**config.mk**
```make
export PLATFORM = sky130hd
export DESIGN_NAME = rbr_receiver
export DESIGN_NICKNAME = d
export VERILOG_FILES = /design/src/rtl/rbr_receiver.v
export VERILOG_INCLUDE_DIRS = /design/src /design/src/rtl
export SDC_FILE = /design/constraint.sdc
export NUM_CORES = 1
export LEC_CHECK = 0
export BUFFER_PORTS_ARGS = -buffer_cell sky130_fd_sc_hd__buf_4
export CAP_MARGIN = 0
export CORE_MARGIN = 2
export CORE_UTILIZATION = 55
export DETAILED_ROUTE_END_ITERATION = 8
export PLACE_DENSITY = 0.8
export SYNTH_ARGS = -nofsm -noshare
export SYNTH_HDL_FRONTEND = slang
export SYNTH_SLANG_ARGS = --single-unit
export TNS_END_PERCENT = 30
```
**constraint.sdc**
```tcl
create_clock -name ref_clk_i -period 4.25 [get_ports ref_clk_i]
set_input_delay 0 -clock ref_clk_i [delete_from_list [all_inputs] [get_ports ref_clk_i]]
set_output_delay 0 -clock ref_clk_i [all_outputs]
set_load 0.1 [all_outputs]
```
**src/rtl/rbr_consts.vh**
```
// Constants for the receive bit-check and bi-phase receiver block.
`ifndef RBR_CONSTS_VH
`define RBR_CONSTS_VH

// ****************************************
// Register byte offsets
// ****************************************
`define RBR_OFF_DATA 8'h00
`define RBR_OFF_CTRL1 8'h04
`define RBR_OFF_CTRL3 8'h0c
`define RBR_OFF_CTRL4 8'h10
`define RBR_OFF_CTRL5 8'h14
`define RBR_OFF_CTRL6 8'h18
`define RBR_OFF_CTRL7 8'h1c
`define RBR_OFF_STATUS 8'h20
`define RBR_OFF_IRQCLR 8'h24

// ****************************************
// Field positions
// ****************************************
`define RBR_C1_OPM_LSB 0
`define RBR_C1_IRL_LSB 3
`define RBR_C1_TMODE 5
`define RBR_C1_PMODE 6
`define RBR_C3_CLKON 0
`define RBR_C4_ASK 7
`define RBR_C5_LIM_LSB 0
`define RBR_C5_NBC_LSB 6
`define RBR_ST_CNT_LSB 0
`define RBR_ST_STATE_LSB 5
`define RBR_ST_IRQ 8

// ****************************************
// Reset values
// ****************************************
`define RBR_RST_CTRL1 8'h00
`define RBR_RST_CTRL4 8'h00
`define RBR_RST_CTRL5 8'h4e
`define RBR_RST_CTRL6 8'h18
`define RBR_RST_CTRL7 8'h00

// ****************************************
// Mode codes and interrupt levels
// ****************************************
`define RBR_OPM_RX_POLL 3'b010
`define RBR_OPM_RX_CONT 3'b011
`define RBR_IRQ_LVL0 5'h01
`define RBR_IRQ_LVL1 5'h02
`define RBR_IRQ_LVL2 5'h04
`define RBR_IRQ_LVL3 5'h08

// ****************************************
// Timing
// ****************************************
`define RBR_CLK_MHZ 200
`define RBR_SIGPROC_NS 1000
`define RBR_SIGPROC_CYC ((`RBR_SIGPROC_NS * `RBR_CLK_MHZ + 999) / 1000)

`endif

```
**src/rtl/rbr_receiver.v**
```verilog
// Receive bit-check, Manchester decoder and byte buffer with an AXI4-Lite register slave.
//
// The AXI4-Lite slave port and the register addresses were left to the implementer.
`timescale 1ns/100ps
`default_nettype none
`include "rbr_consts.vh"

// Functional notes
// - Leaving sleep: enable PLL, await lock, then signal processing, then check data.
// - Bit count setting 0,1,2,3 gives 0,6,12,18 interval checks.
// - Interval inside window continues checking; outside aborts check to sleep when polling, to signal processing when continuous.
// - Window counter advances per tick; edges compare it to both limits.
// - Interval passes when counter at edge lies within programmed limits.
// - Edge arriving while counter below lower limit fails the check.
// - Counter reaching upper limit fails the check without waiting for edge.
// - Lower time is lower setting ticks; upper time is upper setting minus one.
// - Lower limit six bits in control 5; upper limit six bits in control 6.
// - All checks passed: enter receiving and set host clock-on bit.
// - On entering receiving, raise interrupt only if transparent and pattern bits zero.
// - Transparent mode with chip select inactive drives stream onto serial out pin.
// - Non-transparent mode buffers Manchester data, readable by controller any time.
// - Receiving accepts only T and 2T intervals; T uses the check limits.
// - 2T limits: sum minus/plus half difference, rounded up, upper less a tick.
// - After start bit, bytes are stored; start bit is first bit of byte one.
// - Buffer holds 16 bytes; further bytes overwrite the oldest stored ones.
// - Byte counter rises per stored byte, falls per byte read, readable.
// - Interrupt when counter, counting up, reaches selected interrupt level.
// - Bit error raises interrupt, discards byte, returns to start-up.
// - Writing control 1,4,5,6,7 while receiving resets buffer logic and counter.
// - Rising transition stores 1, falling stores 0; transparent pin follows level.
// - Mode bits 010 select polling receive, 011 continuous receive.
module rbr_receiver #(
	parameter ADDR_W = 8,
	parameter BUF_DEPTH = 16,
	parameter CNT_W = 8
) (
	// Clock and reset.
	input wire ref_clk_i,
	input wire nrst_i,
	// AXI4-Lite write channels.
	input wire [ADDR_W-1:0] s_axi_awaddr_i,
	input wire s_axi_awvalid_i,
	output wire s_axi_awready_o,
	input wire [31:0] s_axi_wdata_i,
	input wire [3:0] s_axi_wstrb_i,
	input wire s_axi_wvalid_i,
	output wire s_axi_wready_o,
	output wire [1:0] s_axi_bresp_o,
	output wire s_axi_bvalid_o,
	input wire s_axi_bready_i,
	// AXI4-Lite read channels.
	input wire [ADDR_W-1:0] s_axi_araddr_i,
	input wire s_axi_arvalid_i,
	output wire s_axi_arready_o,
	output wire [31:0] s_axi_rdata_o,
	output wire [1:0] s_axi_rresp_o,
	output wire s_axi_rvalid_o,
	input wire s_axi_rready_i,
	// Radio side.
	input wire demod_i,
	input wire tick_i,
	input wire pll_lock_i,
	input wire wake_i,
	input wire cs_active_i,
	output wire pll_en_o,
	output wire sigproc_en_o,
	output wire rx_active_o,
	// Host pins.
	output wire irq_o,
	output wire serial_out_o,
	output wire serial_out_oe_o
);

	localparam [2:0] ST_OFF = 3'd0;
	localparam [2:0] ST_SLEEP = 3'd1;
	localparam [2:0] ST_PLL = 3'd2;
	localparam [2:0] ST_SIGP = 3'd3;
	localparam [2:0] ST_CHECK = 3'd4;
	localparam [2:0] ST_RECV = 3'd5;
	localparam [15:0] SIGP_CYC = `RBR_SIGPROC_CYC;
	localparam [4:0] FULL_CNT = BUF_DEPTH;

	// ****************************************
	// Reset synchroniser
	// ****************************************
	reg rst_q1_reg;
	reg rst_q2_reg;
	wire rst_n;

	// The release of reset is taken through two flip-flops.
	always @(posedge ref_clk_i or negedge nrst_i) begin
		if (!nrst_i) begin
			rst_q1_reg <= 1'b0;
			rst_q2_reg <= 1'b0;
		end else begin
			rst_q1_reg <= 1'b1;
			rst_q2_reg <= rst_q1_reg;
		end
	end
	assign rst_n = rst_q2_reg;

	// ****************************************
	// AXI4-Lite slave
	// ****************************************
	reg aw_full_reg;
	reg w_full_reg;
	reg [ADDR_W-1:0] aw_addr_reg;
	reg [31:0] w_data_reg;
	reg [3:0] w_strb_reg;
	reg bvalid_reg;
	reg [1:0] bresp_reg;
	reg rvalid_reg;
	reg [1:0] rresp_reg;
	reg [31:0] rdata_reg;
	reg [7:0] ctrl1_reg;
	reg [7:0] ctrl4_reg;
	reg [7:0] ctrl5_reg;
	reg [7:0] ctrl6_reg;
	reg [7:0] ctrl7_reg;
	reg [2:0] state_reg;
	reg [4:0] byte_cnt_reg;
	reg clk_on_reg;
	reg irq_reg;
	reg [7:0] mem [0:BUF_DEPTH-1];
	reg [3:0] rd_ptr_reg;
	reg [3:0] wr_ptr_reg;
	wire wr_do;
	wire ar_fire;
	wire [7:0] wa;
	wire [7:0] ra;
	wire wr_ok;
	wire rd_ok;
	wire lane0;
	wire cfg_wr;
	wire rd_pop;
	wire irq_clr;
	wire clk_on_wr;
	reg [31:0] rmux;

	assign s_axi_awready_o = !aw_full_reg;
	assign s_axi_wready_o = !w_full_reg;
	assign s_axi_bvalid_o = bvalid_reg;
	assign s_axi_bresp_o = bresp_reg;
	assign s_axi_arready_o = !rvalid_reg;
	assign s_axi_rvalid_o = rvalid_reg;
	assign s_axi_rresp_o = rresp_reg;
	assign s_axi_rdata_o = rdata_reg;
	assign wr_do = aw_full_reg & w_full_reg & !bvalid_reg;
	assign ar_fire = s_axi_arvalid_i & !rvalid_reg;
	assign wa = aw_addr_reg[7:0];
	assign ra = s_axi_araddr_i[7:0];
	assign wr_ok = (wa == `RBR_OFF_CTRL1) | (wa == `RBR_OFF_CTRL3) | (wa == `RBR_OFF_CTRL4) |
		(wa == `RBR_OFF_CTRL5) | (wa == `RBR_OFF_CTRL6) | (wa == `RBR_OFF_CTRL7) | (wa == `RBR_OFF_IRQCLR);
	assign rd_ok = (ra == `RBR_OFF_DATA) | (ra == `RBR_OFF_CTRL1) | (ra == `RBR_OFF_CTRL3) |
		(ra == `RBR_OFF_CTRL4) | (ra == `RBR_OFF_CTRL5) | (ra == `RBR_OFF_CTRL6) |
		(ra == `RBR_OFF_CTRL7) | (ra == `RBR_OFF_STATUS);
	assign lane0 = wr_do & w_strb_reg[0];
	assign cfg_wr = lane0 & ((wa == `RBR_OFF_CTRL1) | (wa == `RBR_OFF_CTRL4) | (wa == `RBR_OFF_CTRL5) |
		(wa == `RBR_OFF_CTRL6) | (wa == `RBR_OFF_CTRL7));
	assign irq_clr = lane0 & (wa == `RBR_OFF_IRQCLR);
	assign clk_on_wr = lane0 & (wa == `RBR_OFF_CTRL3);
	assign rd_pop = ar_fire & (ra == `RBR_OFF_DATA) & (byte_cnt_reg != 5'h00);

	// Read data selection; unmapped words read as zero.
	always @* begin
		rmux = 32'h0000_0000;
		case (ra)
			`RBR_OFF_DATA: rmux[7:0] = (byte_cnt_reg != 5'h00) ? mem[rd_ptr_reg] : 8'h00;
			`RBR_OFF_CTRL1: rmux[7:0] = ctrl1_reg;
			`RBR_OFF_CTRL3: rmux[`RBR_C3_CLKON] = clk_on_reg;
			`RBR_OFF_CTRL4: rmux[7:0] = ctrl4_reg;
			`RBR_OFF_CTRL5: rmux[7:0] = ctrl5_reg;
			`RBR_OFF_CTRL6: rmux[7:0] = ctrl6_reg;
			`RBR_OFF_CTRL7: rmux[7:0] = ctrl7_reg;
			`RBR_OFF_STATUS: rmux[8:0] = {irq_reg, state_reg, byte_cnt_reg};
			default: rmux = 32'h0000_0000;
		endcase
	end

	// Address and data are held until both are present; the answer follows one cycle later.
	always @(posedge ref_clk_i or negedge rst_n) begin
		if (!rst_n) begin
			aw_full_reg <= 1'b0;
			w_full_reg <= 1'b0;
			aw_addr_reg <= {ADDR_W{1'b0}};
			w_data_reg <= 32'h0000_0000;
			w_strb_reg <= 4'h0;
			bvalid_reg <= 1'b0;
			bresp_reg <= 2'b00;
			rvalid_reg <= 1'b0;
			rresp_reg <= 2'b00;
			rdata_reg <= 32'h0000_0000;
		end else begin
			if (s_axi_awvalid_i && !aw_full_reg) begin
				aw_full_reg <= 1'b1;
				aw_addr_reg <= s_axi_awaddr_i;
			end
			if (s_axi_wvalid_i && !w_full_reg) begin
				w_full_reg <= 1'b1;
				w_data_reg <= s_axi_wdata_i;
				w_strb_reg <= s_axi_wstrb_i;
			end
			if (wr_do) begin
				aw_full_reg <= 1'b0;
				w_full_reg <= 1'b0;
				bvalid_reg <= 1'b1;
				bresp_reg <= wr_ok ? 2'b00 : 2'b10;
			end else if (s_axi_bready_i) begin
				bvalid_reg <= 1'b0;
			end
			if (ar_fire) begin
				rvalid_reg <= 1'b1;
				rresp_reg <= rd_ok ? 2'b00 : 2'b10;
				rdata_reg <= rmux;
			end else if (s_axi_rready_i) begin
				rvalid_reg <= 1'b0;
			end
		end
	end

	// ****************************************
	// Control registers
	// ****************************************
	// Software settings; all fields sit in the low byte.
	always @(posedge ref_clk_i or negedge rst_n) begin
		if (!rst_n) begin
			ctrl1_reg <= `RBR_RST_CTRL1;
			ctrl4_reg <= `RBR_RST_CTRL4;
			ctrl5_reg <= `RBR_RST_CTRL5;
			ctrl6_reg <= `RBR_RST_CTRL6;
			ctrl7_reg <= `RBR_RST_CTRL7;
		end else if (lane0) begin
			if (wa == `RBR_OFF_CTRL1) ctrl1_reg <= w_data_reg[7:0];
			if (wa == `RBR_OFF_CTRL4) ctrl4_reg <= w_data_reg[7:0];
			if (wa == `RBR_OFF_CTRL5) ctrl5_reg <= w_data_reg[7:0];
			if (wa == `RBR_OFF_CTRL6) ctrl6_reg <= w_data_reg[7:0];
			if (wa == `RBR_OFF_CTRL7) ctrl7_reg <= w_data_reg[7:0];
		end
	end

	// ****************************************
	// Windows and decode terms
	// ****************************************
	reg [CNT_W-1:0] win_cnt_reg;
	reg [4:0] checks_reg;
	reg [15:0] sp_cnt_reg;
	reg demod_q_reg;
	reg synced_reg;
	reg at_centre_reg;
	reg [2:0] bitn_reg;
	reg [6:0] shreg_reg;
	reg so_reg;
	reg so_oe_reg;
	wire [2:0] opm;
	wire [2:0] opm_new;
	wire is_rx;
	wire new_rx;
	wire polling;
	wire tmode;
	wire pmode;
	wire [1:0] nbc;
	wire [4:0] nchecks;
	wire [7:0] lo;
	wire [7:0] hi;
	wire [7:0] diff;
	wire [7:0] lo2;
	wire [7:0] hi2;
	wire edge_seen;
	wire iv_t;
	wire iv_2t;
	wire bad_edge;
	wire timeout;
	wire bit_now;
	wire store;
	wire [4:0] irq_lvl;

	assign opm = ctrl1_reg[`RBR_C1_OPM_LSB +: 3];
	assign opm_new = (wa == `RBR_OFF_CTRL1) ? w_data_reg[`RBR_C1_OPM_LSB +: 3] : opm;
	assign is_rx = (opm == `RBR_OPM_RX_POLL) | (opm == `RBR_OPM_RX_CONT);
	assign new_rx = (opm_new == `RBR_OPM_RX_POLL) | (opm_new == `RBR_OPM_RX_CONT);
	assign polling = (opm == `RBR_OPM_RX_POLL);
	assign tmode = ctrl1_reg[`RBR_C1_TMODE];
	assign pmode = ctrl1_reg[`RBR_C1_PMODE];
	assign nbc = ctrl5_reg[`RBR_C5_NBC_LSB +: 2];
	assign nchecks = {1'b0, nbc, 2'b00} + {2'b00, nbc, 1'b0};
	assign lo = {2'b00, ctrl5_reg[`RBR_C5_LIM_LSB +: 6]};
	assign hi = {2'b00, ctrl6_reg[`RBR_C5_LIM_LSB +: 6]};
	assign diff = (hi > lo) ? (hi - lo) : 8'h00;
	assign lo2 = lo + hi - {1'b0, diff[7:1]};
	assign hi2 = lo + hi + {1'b0, diff[7:1]} + {7'h00, diff[0]};
	assign edge_seen = demod_i ^ demod_q_reg;
	assign iv_t = (win_cnt_reg >= lo) && (win_cnt_reg < hi);
	assign iv_2t = (win_cnt_reg >= lo2) && (win_cnt_reg < hi2);
	assign bad_edge = edge_seen & (!(iv_t | iv_2t) | (iv_2t & synced_reg & !at_centre_reg));
	assign timeout = !edge_seen & (win_cnt_reg >= hi2);
	// centre edge direction is the bit
	assign bit_now = edge_seen & !bad_edge & (iv_2t | (iv_t & synced_reg & !at_centre_reg));
	assign store = (state_reg == ST_RECV) & !tmode & bit_now & (bitn_reg == 3'd7);
	assign irq_lvl = (ctrl1_reg[`RBR_C1_IRL_LSB +: 2] == 2'd0) ? `RBR_IRQ_LVL0 :
		(ctrl1_reg[`RBR_C1_IRL_LSB +: 2] == 2'd1) ? `RBR_IRQ_LVL1 :
		(ctrl1_reg[`RBR_C1_IRL_LSB +: 2] == 2'd2) ? `RBR_IRQ_LVL2 : `RBR_IRQ_LVL3;

	always @(posedge ref_clk_i) begin
		if (store) mem[wr_ptr_reg] <= {shreg_reg, demod_i};
	end

	// ****************************************
	// Sequencer, bit-check and buffer control
	// ****************************************
	always @(posedge ref_clk_i or negedge rst_n) begin
		if (!rst_n) begin
			state_reg <= ST_OFF;
			win_cnt_reg <= {CNT_W{1'b0}};
			checks_reg <= 5'h00;
			sp_cnt_reg <= 16'h0000;
			demod_q_reg <= 1'b0;
			synced_reg <= 1'b0;
			at_centre_reg <= 1'b0;
			bitn_reg <= 3'd0;
			shreg_reg <= 7'h00;
			byte_cnt_reg <= 5'h00;
			rd_ptr_reg <= 4'h0;
			wr_ptr_reg <= 4'h0;
			clk_on_reg <= 1'b0;
			irq_reg <= 1'b0;
		end else begin
			demod_q_reg <= demod_i;
			if (clk_on_wr) clk_on_reg <= w_data_reg[`RBR_C3_CLKON];
			if (irq_clr) irq_reg <= 1'b0;
			if (tick_i && (win_cnt_reg != {CNT_W{1'b1}})) win_cnt_reg <= win_cnt_reg + 1'b1;
			// counter up on store, down on read
			if (rd_pop) begin
				rd_ptr_reg <= rd_ptr_reg + 1'b1;
				if (!store) byte_cnt_reg <= byte_cnt_reg - 1'b1;
			end
			if (store) begin
				wr_ptr_reg <= wr_ptr_reg + 1'b1;
				if (byte_cnt_reg == FULL_CNT) begin
					if (!rd_pop) rd_ptr_reg <= rd_ptr_reg + 1'b1;
				end else if (!rd_pop) begin
					byte_cnt_reg <= byte_cnt_reg + 1'b1;
					if ((byte_cnt_reg + 5'h01) == irq_lvl) irq_reg <= 1'b1;
				end
			end
			if (cfg_wr && (state_reg == ST_RECV)) begin
				byte_cnt_reg <= 5'h00;
				rd_ptr_reg <= 4'h0;
				wr_ptr_reg <= 4'h0;
				sp_cnt_reg <= 16'h0000;
				state_reg <= new_rx ? ST_SIGP : ST_OFF;
			end else if (!is_rx) begin
				state_reg <= ST_OFF;
			end else begin
				case (state_reg)
					ST_OFF: begin
						state_reg <= polling ? ST_SLEEP : ST_PLL;
					end
					ST_SLEEP: begin
						if (wake_i || !polling) state_reg <= ST_PLL;
					end
					ST_PLL: begin
						sp_cnt_reg <= 16'h0000;
						if (pll_lock_i) state_reg <= ST_SIGP;
					end
					ST_SIGP: begin
						sp_cnt_reg <= sp_cnt_reg + 1'b1;
						win_cnt_reg <= {CNT_W{1'b0}};
						checks_reg <= 5'h00;
						synced_reg <= 1'b0;
						at_centre_reg <= 1'b0;
						bitn_reg <= 3'd0;
						if (sp_cnt_reg >= SIGP_CYC - 16'h0001) begin
							if (nchecks == 5'h00) begin
								state_reg <= ST_RECV;
								clk_on_reg <= 1'b1;
								if (!tmode && !pmode) irq_reg <= 1'b1;
							end else begin
								state_reg <= ST_CHECK;
							end
						end
					end
					ST_CHECK: begin
						if (edge_seen) begin
							win_cnt_reg <= {CNT_W{1'b0}};
							// edge below lower limit; an edge at the upper limit also fails.
							if ((win_cnt_reg < lo) || (win_cnt_reg >= hi)) begin
								state_reg <= polling ? ST_SLEEP : ST_SIGP;
								sp_cnt_reg <= 16'h0000;
							end else if (checks_reg + 5'h01 == nchecks) begin
								state_reg <= ST_RECV;
								clk_on_reg <= 1'b1;
								if (!tmode && !pmode) irq_reg <= 1'b1;
							end else begin
								checks_reg <= checks_reg + 1'b1;
							end
						end else if (win_cnt_reg >= hi) begin
							state_reg <= polling ? ST_SLEEP : ST_SIGP;
							sp_cnt_reg <= 16'h0000;
						end
					end
					ST_RECV: begin
						if (edge_seen) win_cnt_reg <= {CNT_W{1'b0}};
						if (!tmode) begin
							if (bad_edge || timeout) begin
								irq_reg <= 1'b1;
								state_reg <= ST_PLL;
							end else if (bit_now) begin
								synced_reg <= 1'b1;
								at_centre_reg <= 1'b1;
								bitn_reg <= synced_reg ? bitn_reg + 1'b1 : 3'd1;
								shreg_reg <= synced_reg ? {shreg_reg[5:0], demod_i} : {6'h00, demod_i};
							end else if (edge_seen && synced_reg) begin
								at_centre_reg <= 1'b0;
							end
						end
					end
					default: state_reg <= ST_OFF;
				endcase
			end
		end
	end

	always @(posedge ref_clk_i or negedge rst_n) begin
		if (!rst_n) begin
			so_reg <= 1'b0;
			so_oe_reg <= 1'b0;
		end else begin
			so_oe_reg <= (state_reg == ST_RECV) & tmode & !cs_active_i;
			so_reg <= demod_i;
		end
	end

	// Pin outputs.
	assign serial_out_o = so_reg;
	assign serial_out_oe_o = so_oe_reg;
	assign irq_o = irq_reg;
	assign pll_en_o = (state_reg == ST_PLL) | (state_reg == ST_SIGP) | (state_reg == ST_CHECK) | (state_reg == ST_RECV);
	assign sigproc_en_o = (state_reg == ST_SIGP) | (state_reg == ST_CHECK) | (state_reg == ST_RECV);
	assign rx_active_o = sigproc_en_o;

endmodule
`default_nettype wire

```
Yosys cells after proc, flatten, opt, wreduce, memory -nomap -nowiden. Memories as Yosys holds them, arrays and structs flattened. Cells that the tools add are included.

Bits in writable memories: 128. Flip-flop bits (word level): 137. ROM bits: 0. Bits in latches: 0. Memories kept: 1. Input bits: 64.

Memory list: mem (words 16, bits a word 8, rd ports 1, clocked after memory_dff 0, write ports 1, RTL line rbr_receiver.v:124) `reg [7:0] mem [0:BUF_DEPTH-1];`.

Mux-type cells: 105. Multipliers: 0. Bitwise gates (word level): 53. Magnitude comparators: 9. Shift operators: 0. Reductions and logical operators: 49. Divide/modulo/power cells: 0. Add/sub/neg operators: 14. Eq/ne operators: 46.

Operator list (number): 2-to-1 mux 16 bit (5); equality test 8 x 5 -> 1 bit, second input constant (8); one-hot mux 7 bit (7 select lines) (1); 2-to-1 mux 3 bit (16); 2-to-1 mux 8 bit (6); one-hot mux 16 bit (3 select lines) (1); 2-to-1 mux 5 bit (9); 2-to-1 mux 1 bit (42); 2-to-1 mux 4 bit (10); OR 1 bit (27); AND reduction 6 bit (4); AND 1 bit (22); != test 4 bit, second input constant (5); equality test 3 x 2 -> 1 bit, second input constant (6); one-hot mux 3 bit (6 select lines) (1); adder 16 x 1 -> 16 bit, second input constant (1); equality test 8 x 3 -> 1 bit, second input constant (2); equality test 8 x 4 -> 1 bit, second input constant (2); equality test 8 x 6 -> 1 bit, second input constant (2); greater-or-equal comparator 16 x 8 -> 1 bit, second input constant (1); greater-or-equal comparator 8 x 6 -> 1 bit (2); greater-or-equal comparator 8 bit (2); < comparator 8 x 6 -> 1 bit (2); one-hot mux 8 bit (2 select lines) (1); other kinds (50) (98).

Logic depth before layout (Yosys ltp). Gate-level depths: netlist of run 1.

Depth in word-level cells: 23. Depth in mapped cells: 31. Gate-level depth less buffers: 30.

Least setup slack after synthesis of run 1. Ideal clock, no wire load.

Path kind: register -> register. From: register ctrl5_reg[1]. To: memory mem[3][0] (enable). Library setup time: 0.395 ns. Cell stages (with the launch flop): 28. Slack: -1.974 ns. Data required time: 3.855 ns. Clock period less this slack: 6.224 ns. Arrival: 5.829 ns. Cells stage by stage: dfstp_2 > inv_1 > ha_1 > nor2b_1 > o21ai_0 > a21boi_0 > o41ai_4 > nor2_1 > nand3b_1 > o21ai_0 > ha_1 > inv_1 > o31ai_1 > fa_1 > a21oi_1 > nor2_1 > nor2_1 > nor2_1 > nor2_1 > o21ai_0 > xor2_1 > ha_1 > a21o_2 > a221o_1 > nor3_1 > nor2_2 > buf_2 > nor4_1.

Word-level cells in the longest chain between the ends: 17. Elaborated cells on any way between the ends: 28.

RTL lines: start: declaration (RTL line rbr_receiver.v:117) `reg [7:0] ctrl5_reg;`; start signal: assignment (RTL line rbr_receiver.v:229) `` ctrl5_reg <= `RBR_RST_CTRL5; ``; start signal: assignment (RTL line rbr_receiver.v:235) `` if (wa == `RBR_OFF_CTRL5) ctrl5_reg <= w_data_reg[7:0]; ``; subtractor 6 x 6 -> 7 bit / > comparator 6 bit (equally long branches) (RTL line rbr_receiver.v:288) `assign diff = (hi > lo) ? (hi - lo) : 8'h00;`; 2-to-1 mux 8 bit (RTL line rbr_receiver.v:288); adder 7 x 7 -> 8 bit (RTL line rbr_receiver.v:290) `assign hi2 = lo + hi + {1'b0, diff[7:1]} + {7'h00, diff[0]};`; adder 8 x 1 -> 8 bit (RTL line rbr_receiver.v:290); < comparator 8 bit (RTL line rbr_receiver.v:293) `assign iv_2t = (win_cnt_reg >= lo2) && (win_cnt_reg < hi2);`; logical AND 1 bit (RTL line rbr_receiver.v:293); AND 1 bit / OR 1 bit (equally long branches) (RTL line rbr_receiver.v:294) `assign bad_edge = edge_seen & (!(iv_t | iv_2t) | (iv_2t & synced_reg & !at_centre_reg));`; AND 1 bit / logical NOT 1 bit (equally long branches) (RTL line rbr_receiver.v:294); OR 1 bit (RTL line rbr_receiver.v:294); AND 1 bit (RTL line rbr_receiver.v:294); logical NOT 1 bit (RTL line rbr_receiver.v:297) `assign bit_now = edge_seen & !bad_edge & (iv_2t | (iv_t & synced_reg & !at_centre_reg));`; AND 1 bit (RTL line rbr_receiver.v:297); AND 1 bit * (RTL line rbr_receiver.v:297); AND 1 bit * (2 in a row) (RTL line rbr_receiver.v:298) `assign store = (state_reg == ST_RECV) & !tmode & bit_now & (bitn_reg == 3'd7);`; 2-to-1 mux 1 bit * (RTL line rbr_receiver.v:304) `if (store) mem[wr_ptr_reg] <= {shreg_reg, demod_i};`; 2-to-1 mux 1 bit (implied by the code) * (RTL line rbr_receiver.v:304); end: declaration (RTL line rbr_receiver.v:124).

Mark *: on every way between the ends. The rest lies on a longest branch, timed or not.

Worst setup path after layout of run 1.
From: register ctrl5_reg[1]. To: register byte_cnt_reg[2].

Word-level cells in the longest chain between the ends: 21. Elaborated cells on any way between the ends: 32.

RTL lines: subtractor 6 x 6 -> 7 bit / > comparator 6 bit (equally long branches) (RTL line rbr_receiver.v:288); 2-to-1 mux 8 bit (RTL line rbr_receiver.v:288); adder 7 x 7 -> 8 bit (RTL line rbr_receiver.v:290); adder 8 x 1 -> 8 bit (RTL line rbr_receiver.v:290); < comparator 8 bit (RTL line rbr_receiver.v:293); logical AND 1 bit (RTL line rbr_receiver.v:293); AND 1 bit / OR 1 bit (equally long branches) (RTL line rbr_receiver.v:294); AND 1 bit / logical NOT 1 bit (equally long branches) (RTL line rbr_receiver.v:294); [... 4 more ...]; AND 1 bit * (RTL line rbr_receiver.v:297); AND 1 bit * (2 in a row) (RTL line rbr_receiver.v:298); 2-to-1 mux 5 bit (RTL line rbr_receiver.v:334) `if (!store) byte_cnt_reg <= byte_cnt_reg - 1'b1;`; 2-to-1 mux 5 bit (RTL line rbr_receiver.v:332) `if (rd_pop) begin`; 2-to-1 mux 5 bit (RTL line rbr_receiver.v:340) `end else if (!rd_pop) begin`; 2-to-1 mux 5 bit (RTL line rbr_receiver.v:338) `if (byte_cnt_reg == FULL_CNT) begin`; 2-to-1 mux 5 bit * (RTL line rbr_receiver.v:336) `if (store) begin`; 2-to-1 mux 5 bit * (RTL line rbr_receiver.v:345) `if (cfg_wr && (state_reg == ST_RECV)) begin`; end signal: assignment (RTL line rbr_receiver.v:334); end signal: assignment (RTL line rbr_receiver.v:341) `byte_cnt_reg <= byte_cnt_reg + 1'b1;`; end: declaration (RTL line rbr_receiver.v:121) `reg [4:0] byte_cnt_reg;`.

Marks and branches as above. A chain may end at the register's enable or synchronous reset.

==> results of run 1 <==
[worst min path at each step]
stage	start	endpoint	slack, ns	depth (start not counted)
2_1_floorplan	nrst_i	rst_n$_DFF_PN0_	-0.30	0
3_3_place_gp	nrst_i	rst_q1_reg$_DFF_PN0_	-0.22	1
3_5_place_dp	nrst_i	rst_q1_reg$_DFF_PN0_	-0.21	1
6_report	s_axi_araddr_i[5]	s_axi_rresp_o[1]$_DFFE_PN0P_	0.01	5
5_1_grt	s_axi_araddr_i[5]	s_axi_rresp_o[1]$_DFFE_PN0P_	0.03	5
4_1_cts	s_axi_araddr_i[5]	s_axi_rresp_o[1]$_DFFE_PN0P_	0.01	5
[placed cells by master (no fill, tap or decap), types with 9 or more instances in the layout]
| cell type | Yosys | layout |
|---|---|---|
| conb_1 | 2 | 26 |
| mux2_2 | 51 | 51 |
| o21ai_0 | 101 | 92 |
| xnor2_1 | 18 | 18 |
| nand2b_1 | 10 | 10 |
| ha_1 | 70 | 68 |
| a21oi_1 | 46 | 43 |
| buf_6 | 0 | 9 |
| dfrtp_1 | 129 | 127 |
| nand2_1 | 80 | 79 |
| clkbuf_16 | 0 | 27 |
| edfxtp_1 | 128 | 128 |
| nor2_1 | 101 | 93 |
| o21ai_1 | 5 | 10 |
| dlygate4sd3_1 | 0 | 27 |
| inv_1 | 60 | 58 |
| buf_4 | 26 | 141 |
| nand4_1 | 14 | 14 |
| and3_1 | 21 | 16 |
| mux2i_1 | 27 | 27 |
| a31oi_1 | 10 | 9 |
| mux4_2 | 27 | 27 |
| xor2_1 | 20 | 20 |
| nand3_1 | 32 | 31 |
| nor3_1 | 18 | 13 |
[stage by stage]
step	power, uW	hold slack (ns)	std cells	TNS, ns	instance area, um^2
2_1_floorplan	7240	-0.296	1225	-181.68	14300
4_1_cts	12100	0.00995	1709	-181.79	16700
3_3_place_gp	9280	-0.216	1631	-189.64	15400
5_1_grt	13100	0.0333	1717	-230.18	16800
6_report	12300	0.0146	1717	-192.32	16800
3_5_place_dp	9520	-0.215	1631	-220.79	15400
[layout make-up]
cell class,instances,area (um^2),area share [%]
sequential,263,7230,43.0
inverter,62,235,1.40
clock buffer,36,729,4.34
clock inverter,14,108,0.640
timing repair buffer,182,1530,9.06
tap,330,413,2.45
multi-input combinational,830,6580,39.1
[tightest hold or removal path: stages]
cell and delay [ns]:
buf_4 0.11, inv_1 0.05, nand4_1 0.13, nand2_1 0.06, o21ai_0 0.16
[logic make-up (layout without fill, tap and decap cells)]
kind of cell	Yosys count	count (layout)	synth area share, %
and+or+nand+nor	333	333	12.1
DFF	263	263	51.8
AOI/OAI and AO/OA	253	253	12.0
buffers and inverters	132	294	4.40
muxes	106	106	10.5
adders and majority gates	74	74	6.85
xor gates and xnor gates	38	38	2.38
other	2	26	0.0538
[per-layer routing]
metal | routed length [um] | part of all wire, % | track usage [%]
met1 | 14800 | 41 | 38.0
met4 | 1100 | 3.1 | 8.00
met5 | 0 | 0 | 0
met2 | 17400 | 48 | 45.4
met3 | 2590 | 7.2 | 3.58
[what timing repair did]
action                     in CTS  in global routing
pin swaps                      23                 14
hold endpoints to repair       48                  0
hold buffers                   27                  0
gates resized for setup        35                 16
setup endpoints to repair     157                157
buffers inserted                7                  8
[power by group through the flow]
stage / clock [uW] / sequential, uW / combinational (uW)
after floorplan: 0 / 3270 / 3970
after global placement: 0 / 3250 / 6030
after detailed placement: 0 / 3270 / 6260
after CTS: 2280 / 3220 / 6640
after global routing: 2400 / 3260 / 7460
final: 2260 / 3230 / 6800
==> summary.txt, run 1 <==
Synth area leaders = edfxtp_1 (28%), dfrtp_1 (23%), ha_1 (6.3%)
Max-slew violations = 0
R2r setup slk = -1.36 ns
Worst slew pin tran = 1.16 ns
Vias in the first global route = 10352
# DRC = 0
Distinct cells, synth = 89
Sequential share of the synthesized area = 51.8%
Worst slew margin = 22.5%
Hold Fails Final Rpt = 0
Sequential power share = 26.3%
CP max-delay cell = dfstp_2
Final design utilization = 67.2%
Final setup viols = 157
R2R cell count = 30
Crit path time final = 5.61 ns
DRT antenna net count = 0
Failing checks = negative setup slack
Combinational share of power = 55.3%
Global-route wire length before repair = 56600 um
Initial Utilization = 55.8%
Crit path arrival time = 6.07 ns
# rows = 58
# IOs = 111
GRT Residual Overflow = 0
Critical path's top delay family = compound AO/OA/AOI/OAI gates
Yosys top cell area share = 27.5%
Post-Synthesis Cells = 1201
Clock latency on the worst-skew pair = 0.56 ns
Critical path class = reg -> reg
Pwr Density = 731 nW/um^2
Worst setup path endpoint = byte_cnt_reg[2]$_DFF_PN0_
Via-per-instance ratio = 6.08
Max incr delay on CP = 0.56 ns
1st-pass router iterations = 5
Routability cong. = 0.955
Drt wl/cell = 21.0 um
Post-synthesis register bit count = 263
Synthesized area = 14000 um^2
Async SR Flop Fraction = 51.3%
Total CTS buffers = 27
Clock power share = 18.4%
CP Depth = 30
Core Area = 25000 um^2
Port buffer count = 58
Die W = 163 um
Cell with the most instances after synthesis = dfrtp_1
RSZ-0062 raised after global routing = true
Sw frac = 39.4%
Yosys warns = 0
Crit Reg-Reg Endpoint = byte_cnt_reg[2]$_DFF_PN0_
WP data required = 4.71 ns
CTS tree = done
Worst setup EP type = register
Number of flip-flops in the largest register = 128
Internal power = 7450 uW
Achievable Freq = 178 MHz
Max cap viols = 0
P_sw = 4840 uW
Hold Crit Class = in -> reg
Worst path bufs/invs = 4
Crit share post-route = 132%
Dominant synthesized flop cell = dfrtp_1
Initial antenna violation count = 0
Nets@finish = 1504
Area leader, netlist = edfxtp_1
Worst vdd ir = 0.989 mV
Chip height = 163 um
Post-synth EDFFs = 128
Origin of the critical flop-to-flop path = ctrl5_reg[1]$_DFFE_PN1P_
Diode count = 0
Die area = 26700 um^2
Dpl hpwl = 25400 um
Fillers = 1706
Syn-to-layout area delta = 20.5%
Post-place setup slack = -1.46 ns
Synth Area per Inst = 11.6 um^2
Post-Route WL = 36000 um
Leak pwr = 0.00683 uW
Critical path peak fanout = 8
GRT Resource Usage Total = 27.4%
H-tree levels = 1
Largest net degree at the start of global routing = 50
Crit path top cell by count = nor2_1
Layout cells sized above 1 = 26.1%
Initial drt markers = 960
Synth top cells by count = dfrtp_1 (129), edfxtp_1 (128), nor2_1 (101), o21ai_0 (101), nand2_1 (80)
Kind of start point of the critical path = register
CTS root buf = clkbuf_16
# clock sinks = 263
Clock Skew = 0.0185 ns
Crit path from = ctrl5_reg[1]$_DFFE_PN1P_
Clock Tree Buf Depth = 3
Status = finished, violations left
Vias after detailed routing = 10442
CTS clk-pin slew, worst paths = 0.06 ns
Final WS setup = -1.36 ns
No activity file was read; power rests on OpenSTA's default activity.
==> inputs of run 2 (changes only) <==
Settings changed: ABC_AREA set to 1, MAX_ROUTING_LAYER set to met4.
==> summary.txt, run 2 <==
Post-Route WL = 38000 um (+5.6%)
WP data required = 4.47 ns (-0.24 ns)
Critical path class = reg -> reg
Finished Layout Cells = 2087 (+22%)
Area leader, netlist = edfxtp_1
CP max-delay cell = dfstp_2
Yosys warns = 0 (unchanged)
Final setup viols = 157 (unchanged)
Hold_ws = 0.0219 ns (+0.00728 ns)
Max cap viols = 0 (unchanged)
RSZ-0062 raised after global routing = true
# IOs = 111 (unchanged)
Synthesized area = 14100 um^2 (+0.69%)
Crit path top cell by count = nand2_2
H-tree levels = 1 (unchanged)
Worst vdd ir = 0.506 mV (-49%)
Sequential share of the synthesized area = 51.4% (-0.35 points)
GRT Resource Usage Total = 29.4% (+2.0 points)
Placed cells = 1987 (+22%)
Number of flip-flops in the largest register = 128 (unchanged)
Dominant synthesized flop cell = dfrtp_1
Kind of start point of the critical path = register
Final WS setup = -0.782 ns (+0.573 ns)
Worst slew margin = 37.4% (+15 points)
Distinct cells, synth = 60 (-33%)
Layout cells sized above 1 = 18.6% (-7.5 points)
Post-synth EDFFs = 128 (unchanged)
Initial Utilization = 56.0% (+0.22 points)
Routability cong. = 0.963 (+0.88%)
Worst slew pin tran = 0.935 ns (-0.225 ns)
# rows = 58 (unchanged)
CTS root buf = clkbuf_16
CTS clk-pin slew, worst paths = 0.06 ns (about the same)
Syn-to-layout area delta = 21.2%
Via-per-instance ratio = 5.69 (-6.4%)
Dpl hpwl = 26500 um (+4.4%)
Clock Skew = 0.0145 ns (-0.00399 ns)
Hold Crit Class = in -> reg
Status = finished, violations left
Post-Synthesis Cells = 1562 (+30%)
1st-pass router iterations = 6 (+1)
Clock Tree Buf Depth = 3 (unchanged)
Synth area leaders = edfxtp_1 (27%), dfrtp_1 (23%), nand2_1 (9.0%)
Failing checks = negative setup slack
Max incr delay on CP = 0.55 ns (about the same)
Cell with the most instances after synthesis = nand2_1
Tot Pwr = 7410 uW (-40%)
Synth top cells by count = nand2_1 (338), inv_1 (165), nor2_1 (152)
Vias in the first global route = 11410 (+10%)
Initial drt markers = 1285 (+34%)
Commonest cells after routing, fill and taps aside = nand2_1 (323), inv_1 (160), buf_4 (154), nor2_1 (134)
Die W = 164 um (+0.33%)
Nets@finish = 1873 (+25%)
Post-synthesis register bit count = 263 (unchanged)
Worst setup EP type = register
Largest net degree at the start of global routing = 57 (+14%)
Chip height = 164 um (+0.33%)
Crit share post-route = 118% (-13 points)
Most common cell after layout, fill and taps aside = nand2_1
Crit path arrival time = 5.26 ns (-0.81 ns)
Total CTS buffers = 27 (unchanged)
DRT antenna net count = 0 (unchanged)
Hold Fails Final Rpt = 0 (unchanged)
Async SR Flop Fraction = 51.3% (unchanged)
Crit path time final = 5.03 ns (-0.573 ns)
Achievable Freq = 199 MHz (+11%)
Vias after detailed routing = 11874 (+14%)
Post-place setup slack = -0.735 ns (+0.728 ns)
# DRC = 0 (unchanged)
Clock latency on the worst-skew pair = 0.55 ns (about the same)
# clock sinks = 263 (unchanged)
Pwr Density = 435 nW/um^2 (-40%)
Initial antenna violation count = 1 (+1)
Core Area = 25100 um^2 (+0.29%)
Final design utilization = 67.9% (+0.65 points)
Die area = 26900 um^2 (+0.67%)
Yosys top cell area share = 27.3% (-0.19 points)
Global-route wire length before repair = 60100 um (+6.1%)
CTS tree = done
Leak pwr = 0.00777 uW (+14%)
Drt wl/cell = 18.2 um (-13%)
Critical path peak fanout = 8 (unchanged)
Port buffer count = 58 (unchanged)
GRT Residual Overflow = 0 (unchanged)
Max-slew violations = 0 (unchanged)
Synth Area per Inst = 9.00 um^2 (-23%)
==> run 2: metrics by stage <==
| step | cell area (um^2) | setup TNS [ns] |
|---|---|---|
| after floorplan | 14400 | -97.41 |
| after global placement | 15500 | -86.13 |
| after detailed placement | 15500 | -104.83 |
| after CTS | 17000 | -70.29 |
| after global routing | 17000 | -149.90 |
| final | 17000 | -112.67 |
==> run 2: critical path, delay by kind of cell, from the launching register on <==
kind,cells,cell delay (ns)
buffers and inverters,6,0.52
XOR/XNOR,1,0.08
adder cells (fa/ha/maj),4,1.16
flip-flops,1,0.55
AO/OA/AOI/OAI,5,0.69
AND/OR/NAND/NOR,15,1.73
==> run 2: logic make-up after synthesis <==
group | Yosys count | share of synthesized area, %
fa+ha+maj | 74 | 6.80
buf+inv | 243 | 7.43
simple gates | 653 | 20.0
other cells | 2 | 0.0534
xor+xnor | 27 | 1.68
compound gates | 296 | 12.3
mux | 4 | 0.320
flops | 263 | 51.4
==> run 2: path summary, 6_finish.rpt <==
path	slack, ns	from	end	depth (start not counted)
max reg2reg	-0.78	ctrl5_reg[2]$_DFFE_PN1P_	mem[3][7]$_DFFE_PP_	31
min	0.02	s_axi_awvalid_i	aw_full_reg$_DFFE_PN0P_	3
max	-0.78	ctrl5_reg[2]$_DFFE_PN1P_	mem[3][7]$_DFFE_PP_	31
min reg2reg	0.35	rst_q1_reg$_DFF_PN0_	rst_n$_DFF_PN0_	0
min in group asynchronous	0.32	nrst_i	rst_n$_DFF_PN0_	3
max in group asynchronous	2.81	rst_n$_DFF_PN0_	win_cnt_reg[5]$_DFF_PN0_	1
==> run 2: repair_timing <==
action / in CTS / in global routing
endpoints found under the setup margin: 157 / 157
buffers inserted: 18 / 3
hold endpoints to repair: 52 / 0
pin swaps: 34 / 7
hold buffers: 28 / 0
gates resized for setup: 34 / 14
==> run 2: final cells by class <==
cell class              count  area, um^2
diodes                      1        2.50
clock buffers              30         687
clock inverters            20         250
fillers                  1900        8070
inverters                 177         678
multi-input cells        1080        6280
flip-flops and latches    263        7230
well taps                 330         413
repair buffers            186        1490
==> run 2: layer usage <==
| metal | up-vias | part of all wire [%] | track usage [%] |
|---|---|---|---|
| met5 | - | 0 | - |
| met4 | 0 | 3.4 | 9.73 |
| met3 | 101 | 6.7 | 3.31 |
| met2 | 480 | 48 | 47.9 |
| met1 | 5709 | 41 | 38.8 |
| li1 | 5584 | - | - |
==> run 2: report_power, final <==
part	switching, uW	internal, uW	total (uW)
combinational	1250	694	1940
sequential	168	2810	2980
clock	1010	1480	2490
total	2430	4990	7410
